$ cat config.mk
export PLATFORM = sky130hd
export DESIGN_NAME = backplane_pci_arbiter
export DESIGN_NICKNAME = d
export VERILOG_FILES = /design/src/hdl/arb_pkg.sv /design/src/hdl/backplane_pci_arbiter.sv /design/src/hdl/rr_pick.sv
export VERILOG_INCLUDE_DIRS = /design/src /design/src/hdl
export SDC_FILE = /design/constraint.sdc
export NUM_CORES = 1
export LEC_CHECK = 0
export ABC_AREA = 1
export BUFFER_PORTS_ARGS = -buffer_cell sky130_fd_sc_hd__buf_2
export CAP_MARGIN = 20
export CORE_UTILIZATION = 45
export CTS_CLUSTER_SIZE = 24
export DETAILED_ROUTE_END_ITERATION = 10
export SYNTH_ARGS = -nofsm -noshare
export SYNTH_HDL_FRONTEND = slang
export SYNTH_SLANG_ARGS = --single-unit
$ cat constraint.sdc
create_clock -name CLK -period 2.9 [get_ports CLK]
set_input_delay 0.58 -clock CLK [delete_from_list [all_inputs] [get_ports CLK]]
set_output_delay 0.58 -clock CLK [all_outputs]
set_load 0.01 [all_outputs]
$ cat src/hdl/arb_consts.svh
`ifndef ARB_CONSTS_SVH
`define ARB_CONSTS_SVH

// system clock and the slot clock rate, in MHz as given
`define ARB_SYS_CLK_MHZ 8'd200
`define ARB_PCI_CLK_MHZ 8'd33
// system cycles per slot clock period and per high phase
`define ARB_PCI_DIV_CYCLES (`ARB_SYS_CLK_MHZ / `ARB_PCI_CLK_MHZ)
`define ARB_PCI_HIGH_CYCLES (`ARB_PCI_DIV_CYCLES / 8'd2)
// slot clocks a granted master has to start its cycle
`define ARB_GRANT_TIMEOUT_CLKS 5'd16
// master parked on after reset: the local bridge
`define ARB_PARK_RESET_IDX 0
// number of backplane peripheral cards served
`define ARB_NUM_CARDS 7

`endif

$ cat src/hdl/arb_pkg.sv
package arb_pkg;

  // arbiter sequencing states
  typedef enum logic [1:0] {
    ST_ARB  = 2'b00,
    ST_WAIT = 2'b01,
    ST_XFER = 2'b10,
    ST_DROP = 2'b11
  } arb_state_t;

endpackage : arb_pkg

$ cat src/hdl/backplane_pci_arbiter.sv
// Notes on behaviour
// RULE_01 - serve seven card masters plus local bridge
// RULE_02 - rotate priority; last winner ranks lowest
// RULE_03 - pending request granted within one slot clock
// RULE_04 - no FRAME within sixteen clocks: drop grant
// RULE_05 - park on last master until new request
// RULE_06 - after reset park on the local bridge
// RULE_07 - drive slot clocks while owning the bus
// RULE_08 - one grant at most, changed on clock edge
`timescale 1ns/100ps
`include "arb_consts.svh"
module backplane_pci_arbiter
  import arb_pkg::*;
#(
  parameter int NUM_CARDS = `ARB_NUM_CARDS,
  parameter int NUM_MASTERS = NUM_CARDS + 1,
  parameter int IDX_W = $clog2(NUM_MASTERS)
) (
  // clock and reset
  input wire logic CLK,
  input wire logic RSTN,
  // bus requests, bit 0 is the local bridge, active low
  input wire logic [NUM_MASTERS-1:0] REQ_N,
  // bus activity, active low
  input wire logic FRAME_N,
  input wire logic IRDY_N,
  // high while this board owns the backplane bus
  input wire logic BUS_OWNER,
  // grants, active low
  output logic [NUM_MASTERS-1:0] GNT_N,
  // clocks to the card slots
  output logic [NUM_CARDS-1:0] SLOT_CLK
);

  // ==========================================================
  // declarations
  localparam logic [7:0] DIV = `ARB_PCI_DIV_CYCLES;
  localparam logic [7:0] HIGH = `ARB_PCI_HIGH_CYCLES;
  localparam logic [IDX_W-1:0] PARK_IDX = IDX_W'(`ARB_PARK_RESET_IDX);
  localparam logic [NUM_MASTERS-1:0] PARK_GNT_N = ~(NUM_MASTERS'(1) << PARK_IDX);

  logic [NUM_MASTERS-1:0] req_n_meta_reg;
  logic [NUM_MASTERS-1:0] req_n_sync_reg;
  logic [1:0] bus_n_meta_reg;
  logic [1:0] bus_n_sync_reg;
  logic owner_meta_reg;
  logic owner_sync_reg;
  logic [7:0] div_cnt_reg;
  logic pci_tick;
  logic [NUM_MASTERS-1:0] req;
  logic bus_busy;
  arb_state_t state_reg;
  arb_state_t state_next;
  logic [IDX_W-1:0] master_reg;
  logic [IDX_W-1:0] master_next;
  logic gnt_on_reg;
  logic gnt_on_next;
  logic [4:0] wait_cnt_reg;
  logic [4:0] wait_cnt_next;
  logic [NUM_MASTERS-1:0] gnt_n_reg;
  logic [NUM_CARDS-1:0] slot_clk_reg;
  logic [NUM_MASTERS-1:0] pick_req;
  logic [IDX_W-1:0] pick_idx;
  logic pick_any;
  logic after_reset_reg;

  // ==========================================================
  // pin synchronisers
  // two stages on every pin before any logic reads it
  always_ff @(posedge CLK or negedge RSTN) begin
    if (!RSTN) begin
      req_n_meta_reg <= '1;
      req_n_sync_reg <= '1;
      bus_n_meta_reg <= 2'h3;
      bus_n_sync_reg <= 2'h3;
      owner_meta_reg <= 1'b0;
      owner_sync_reg <= 1'b0;
    end else begin
      req_n_meta_reg <= REQ_N;
      req_n_sync_reg <= req_n_meta_reg;
      bus_n_meta_reg <= {FRAME_N, IRDY_N};
      bus_n_sync_reg <= bus_n_meta_reg;
      owner_meta_reg <= BUS_OWNER;
      owner_sync_reg <= owner_meta_reg;
    end
  end

  assign req = ~req_n_sync_reg; // see RULE_01
  assign bus_busy = ~&bus_n_sync_reg;

  // ==========================================================
  // slot clock divider
  // one tick per slot clock period, just before its rising edge
  always_ff @(posedge CLK or negedge RSTN) begin
    if (!RSTN) begin
      div_cnt_reg <= 8'h00;
    end else if (pci_tick) begin
      div_cnt_reg <= 8'h00;
    end else begin
      div_cnt_reg <= div_cnt_reg + 8'h01;
    end
  end

  assign pci_tick = (div_cnt_reg == DIV - 8'h01);

  // slot clocks run only while the bus is ours
  always_ff @(posedge CLK or negedge RSTN) begin
    if (!RSTN) begin
      slot_clk_reg <= '0;
    end else if (owner_sync_reg) begin
      slot_clk_reg <= {NUM_CARDS{div_cnt_reg < HIGH}}; // see RULE_07
    end else begin
      slot_clk_reg <= '0;
    end
  end

  // ==========================================================
  // rotating pick
  // the holder is masked out so a parked grant can move on
  assign pick_req = (state_reg == ST_WAIT) ? (req & ~(NUM_MASTERS'(1) << master_reg)) : req;

  rr_pick #(
    .N(NUM_MASTERS),
    .W(IDX_W)
  ) u_pick (
    .req(pick_req),
    .last(master_reg),
    .win(pick_idx), // see RULE_02
    .any(pick_any)
  );

  // ==========================================================
  // arbitration sequencing
  always_comb begin
    state_next = state_reg;
    master_next = master_reg;
    gnt_on_next = gnt_on_reg;
    wait_cnt_next = wait_cnt_reg;
    case (state_reg)
      ST_WAIT: begin
        if (bus_busy) begin
          state_next = ST_XFER;
          wait_cnt_next = 5'h00;
        end else if (req[master_reg]) begin
          if (wait_cnt_reg == `ARB_GRANT_TIMEOUT_CLKS - 5'h01) begin
            state_next = ST_DROP; // see RULE_04
            gnt_on_next = 1'b0;
            wait_cnt_next = 5'h00;
          end else begin
            wait_cnt_next = wait_cnt_reg + 5'h01;
          end
        end else if (pick_any) begin
          master_next = pick_idx; // see RULE_03
          gnt_on_next = 1'b1;
          wait_cnt_next = 5'h00;
        end else begin
          wait_cnt_next = 5'h00; // see RULE_05
        end
      end
      ST_XFER: begin
        if (!bus_busy) begin
          state_next = ST_ARB;
        end
      end
      ST_ARB: begin
        state_next = ST_WAIT;
        gnt_on_next = 1'b1; // see RULE_05
        wait_cnt_next = 5'h00;
        if (pick_any) begin
          master_next = pick_idx; // see RULE_03
        end
      end
      ST_DROP: begin
        state_next = ST_ARB;
      end
      default: begin
        state_next = ST_ARB;
      end
    endcase
  end

  // state moves only on slot clock ticks
  always_ff @(posedge CLK or negedge RSTN) begin
    if (!RSTN) begin
      state_reg <= ST_WAIT;
      master_reg <= PARK_IDX; // see RULE_06
      gnt_on_reg <= 1'b1;
      wait_cnt_reg <= 5'h00;
    end else if (pci_tick) begin
      state_reg <= state_next;
      master_reg <= master_next;
      gnt_on_reg <= gnt_on_next;
      wait_cnt_reg <= wait_cnt_next;
    end
  end

  // grant register, at most one bit low, updated on the tick only
  always_ff @(posedge CLK or negedge RSTN) begin
    if (!RSTN) begin
      gnt_n_reg <= PARK_GNT_N; // see RULE_06
    end else if (pci_tick) begin
      gnt_n_reg <= ~({NUM_MASTERS{gnt_on_next}} & (NUM_MASTERS'(1) << master_next)); // see RULE_08
    end
  end

  // flags the first cycle after reset for checking
  always_ff @(posedge CLK or negedge RSTN) begin
    if (!RSTN) begin
      after_reset_reg <= 1'b1;
    end else begin
      after_reset_reg <= 1'b0;
    end
  end

  assign GNT_N = gnt_n_reg;
  assign SLOT_CLK = slot_clk_reg;
endmodule : backplane_pci_arbiter

$ cat src/hdl/rr_pick.sv
`timescale 1ns/100ps
module rr_pick
  import arb_pkg::*;
#(
  parameter int N = 8,
  parameter int W = $clog2(N)
) (
  // request vector and last winner
  input wire logic [N-1:0] req,
  input wire logic [W-1:0] last,
  // chosen requester
  output logic [W-1:0] win,
  output logic any
);

  // search starts just after the last winner, so it ranks lowest
  always_comb begin
    logic [W:0] idx;
    idx = '0;
    win = last;
    any = 1'b0;
    for (int k = 1; k <= N; k++) begin
      idx = (W+1)'((int'(last) + k) % N);
      if (!any && req[idx[W-1:0]]) begin
        win = idx[W-1:0];
        any = 1'b1;
      end
    end
  end

endmodule : rr_pick

# After elaboration in Yosys (flattened, before gate mapping)
# Index checks and enable logic that the tools add are counted.
# word_totals
reg_bits,56
output_inout_bits,15
# classes
n_addsub,10
order_cmp,10
eq_ne,8
shift,2
muxes,55
bitwise_logic,5
n_reduce_logical,19
# op_table
cell,n
$lt A3 B4 Y1 const B,9
$mux W3,11
$bmux W1 S3,9
$not A8 Y8,3
$mux W1,21
$and A8 B8 Y8,2
$mux W8,2
$shl A1 B3 Y8 const A,2
$mux W5,3
$add A3 B3 Y3 const B,4
$pmux W5 S2,1
$add A8 B1 Y8 const B,1
$eq A8 B3 Y1 const B,1
$lt A8 B2 Y1 const B,1
$mux W2,4
$pmux W2 S4,1
$logic_and A1 B1 Y1,7
$logic_not A1 Y1,7
$mux W7,1
$add A3 B1 Y3 const B,2
$add A3 B2 Y3 const B,2
$ne A3 B3 Y1 const B,2
$pmux W3 S2,1
$add A5 B1 Y5 const B,1
9 further kinds,11

# Longest topological paths before layout
# logic_depth
word_depth,35
mapped_depth,26
ltp_nobuf,25

# By module
# A second synthesis with hierarchy kept.
# hier_totals
hier_cells,376
area_unflattened_um2,2996.6
# modules_own_cells
mod,instances,cells_each,area_per_inst_um2,seq_area_each_um2
backplane_pci_arbiter,1,235,2260.9,1287.5
rr_pick,1,141,735.7,0.0

# Least setup slack after synthesis
# No wires, ideal clock.
# synth_path
kind,register to register
startpoint,register master_reg[0]
endpoint,register gnt_n_reg[0] (netlist: GNT_N[0])
setup_time_ns,0.125
t_arrival_ns,2.474
required_ns,2.775
slack_ns,0.302
path_stages_with_launch,20
cell_sequence,dfrtp_1 -> inv_2 -> buf_4 -> ha_1 -> inv_1 -> nand3_1 -> nand2_1 -> nand2_1 -> nand2_4 -> nand3_2 -> nor2_2 -> nand3_1 -> nand2_1 -> nand2_1 -> nand2_1 -> nand2_2 -> nand2_1 -> nand3_2 -> nor2_1 -> a21oi_1
# synth_between
elab_chain_cells,35
# synth_rtl
item,line,text
from (decl),backplane_pci_arbiter.sv:54,logic [IDX_W-1:0] master_reg;
from (signal assigned),backplane_pci_arbiter.sv:191,master_reg <= master_next;
"parallel branches: the longest is 33 deep, another holds $add A3 B1 Y3",--,
$and A8 B8 Y8 (*),backplane_pci_arbiter.sv:202,gnt_n_reg <= ~({NUM_MASTERS{gnt_on_next}} & (NUM_MASTERS'(1) << master_next));
$not A8 Y8 (*),backplane_pci_arbiter.sv:202,
to (signal assigned),backplane_pci_arbiter.sv:202,
to (decl),backplane_pci_arbiter.sv:60,logic [NUM_MASTERS-1:0] gnt_n_reg;
# Mark *: on every way between the ends. The select of a mux whose other input is x is not followed.
# A chain may end at the register's enable or synchronous reset.

# Worst setup path in the final report
# layout_path
startpoint,register master_reg[0]
endpoint,register gnt_n_reg[7] (netlist: GNT_N[7])
# Same word-level chain as after synthesis.

==> impl_metrics.tcl <==
set metrics [dict create \
    cts_root_buffer "clkbuf_8" \
    synth_top_cell_by_area "dfstp_2" \
    synthesis.nets 407 \
    fin_crit_ns 2.66 \
    dp_hpwl_mm 5.04 \
    critPathCaptureType "flip-flop" \
    vdd_drop_max_uv 396 \
    syn_area_per_cell_sq_um 8.21 \
    io_pins 28 \
    numCtsBuffers 5 \
    drtPass1Iterations 4 \
    critPathMaxFanout 12 \
    pwr_density_cell_mw_per_mm2 1200 \
    hp-class "input port to async pin" \
    grt_first_pass_wirelength_mm 11.3 \
    wl_mm 6.56 \
    slew_headroom 0.488 \
    ys_seq_elements 50 \
    grt_max_degree 36 \
    fill_cells 651 \
    die_w_microns 85.7 \
    crit_arrival_ns 2.91 \
    synthCells 384 \
    clk_latency_ns 0.30 \
    fin_setup_tns_ns 0 \
    cp_slowest_stage_delay_ns 0.46 \
    gp_congestion 0.872 \
    top_layer_used "met4" \
    required_ns 3.15 \
    slowest_stage "dfrtp_2" \
    setup_viol 0 \
    skew_ns 0.00892 \
    synth.distinct_cells 39 \
    synth_top_area_share 0.242 \
    utilization 0.534 \
    path_common_cell "inv_2" \
    synthesis.area_sq_mm 0.00315 \
    finalPower_mw 4.35 \
    dr_wl_met3_microns 256 \
    hold_viol_final 0 \
    worstPathCellList "inv_2, buf_6, ha_2, xor2_4, inv_1, nand2_1, nand2_4, nor2_4, inv_2, o21ai_2, nand3_2, o21ai_2, inv_2, a21oi_2, nand3_1, nand2_1, inv_1" \
    drive_gt1_frac 0.384 \
    dr_total_vias 2624 \
    grt_pass1_vias 2533 \
    crit_buf_inv 6 \
    yosysSeqAreaShare 0.408 \
    wl_per_cell_microns 12.7 \
    cap_violations 0 \
    port_buffers 27 \
    overflow 0 \
    wl_met1_mm 3.03 \
    drt-initial-drc-count 106 \
    synth.area.top_cells "dfstp_2 (24%), dfrtp_1 (17%), nand2_1 (8.2%), nand3_1 (7.1%), nand3_2 (6.3%)" \
    crit_family "simple AND/OR/NAND/NOR gates" \
    cts_tree "done" \
    finalCritPeriodShare 0.917 \
    viasPerCell 5.10 \
    clkSlewWorstSetupHoldPaths_ns 0.09 \
    drv_slew 0 \
    nets 441 \
    rows 30 \
    ant_nets 0 \
    clkSinkCount 50 \
    setup.worst_path.start_class "flip-flop" \
    die_y_microns 85.7 \
    track_usage 0.193 \
    die-area_sq_mm 0.00735 \
    h-tree-depth 2 \
    clock.fmax_mhz 376 \
    worst_pin_slew_ns 0.767 \
    antenna_cells 0 \
    p_leak_nw 1.71 \
    grt_antenna_before_repair 0 \
    coreArea_sq_mm 0.00679 \
    initial_utilization 0.464 \
    status "finished, final reports clean" \
    synth_warnings 0 \
    hold_slack_ns 0.346 \
    synthToLayoutAreaGrowth_pct 14.9 \
    critPathKind "flip-flop to flip-flop" \
    met2_length_mm 3.12 \
    route.detailed.drc 0 \
    clockBufferDepth 2 \
]
==> area by class of cell <==
class                      instances  area [sq um]  share of cell area
clock inverter                     1          5.00             0.00138
multi-input combinational        265          1670               0.459
inverter                          55           206              0.0570
tap                               96           120              0.0331
timing repair buffer              41           251              0.0694
sequential                        50          1290               0.356
clock buffer                       7          86.3              0.0238
==> worst reg2reg max path, cell delays in order (launching register included) <==
cell,delay (ns)
dfrtp_2,0.46
inv_2,0.10
buf_6,0.17
ha_2,0.24
xor2_4,0.24
inv_1,0.12
nand2_1,0.13
nand2_4,0.10
nor2_4,0.14
inv_2,0.05
o21ai_2,0.13
nand3_2,0.13
o21ai_2,0.14
inv_2,0.06
a21oi_2,0.19
nand3_1,0.11
nand2_1,0.07
inv_1,0.03
==> repair_timing <==
item | 4_1_cts | 5_1_grt
resized for setup | 0 | 29
endpoints found under the setup margin | 0 | 11
buffers inserted | 0 | 3
hold buffers | 0 | 0
==> metrics by stage <==
stage / instance area, sq um / setup WS [ns] / instances
floorplan: 3150 / 0.302 / 384
global placement: 3390 / 0.103 / 504
detailed placement: 3390 / 0.100 / 504
CTS: 3480 / 0.0877 / 512
global route: 3620 / -0.000457 / 515
finish: 3620 / 0.240 / 515
==> power breakdown <==
group,switching [mW],internal [mW]
Combinational,1.97,1.06
Sequential,0.0990,0.812
Clock,0.219,0.193
Total,2.29,2.06
==> metal layers <==
layer,vias up,track usage
li1,1308,-
met4,0,0.0848
met5,-,0
met1,1242,0.256
met3,15,0.0289
met2,59,0.313
==> cells in the mapped netlist, drive strengths merged <==
cell,number
o21bai,1
xor2,6
inv,55
nand3,66
o22ai,1
a31oi,1
ha,10
o311ai,2
o21ai,15
dfstp,29
clkbuf,1
nor3b,1
a21boi,1
or2,5
a21oi,19
nand4,5
o31ai,2
nor3,6
a221oi,2
dfrtp,21
buf,13
nor2,35
o211ai,1
nand2,86
==> kinds of logic after synthesis <==
| group | count (synthesis) | synth area share |
|---|---|---|
| DFF | 50 | 0.408 |
| buffers and inverters | 69 | 0.0972 |
| adders and majority gates | 10 | 0.0397 |
| and+or+nand+nor | 204 | 0.350 |
| AOI/OAI and AO/OA | 45 | 0.0857 |
| xor gates and xnor gates | 6 | 0.0190 |
==> worst paths after layout <==
path                            depth (start not counted)                 to           start  slack, ns
min in group CLK                                        0     owner_sync_reg  owner_meta_reg       0.35
worst max register to register                         17           GNT_N[7]   master_reg[0]       0.24
max in group asynchronous                               2  req_n_sync_reg[1]            RSTN       1.78
worst min register to register                          0     owner_sync_reg  owner_meta_reg       0.35
worst max-delay path                                   17           GNT_N[7]   master_reg[0]       0.24
worst min-delay path                                    1           GNT_N[0]            RSTN       0.35
==> placed cells by master (no fill, tap or decap), types with 2 or more instances in the layout <==
cell and n:
a21oi_1 16, a21oi_2 2, a221oi_1 2, buf_2 27, buf_4 11, buf_6 3
clkbuf_8 6, dfrtp_1 19, dfrtp_2 2, dfstp_2 29, ha_1 7, ha_2 2
inv_1 47, inv_2 8, nand2_1 67, nand2_2 17, nand2_4 2, nand3_1 38
nand3_2 27, nand4_1 4, nor2_1 24, nor2_2 6, nor2_4 4, nor3_1 6
o21ai_0 11, o21ai_2 3, o311ai_0 2, o31ai_1 2, or2_2 5, xor2_1 5
No activity file was read; power rests on OpenSTA's default activity.
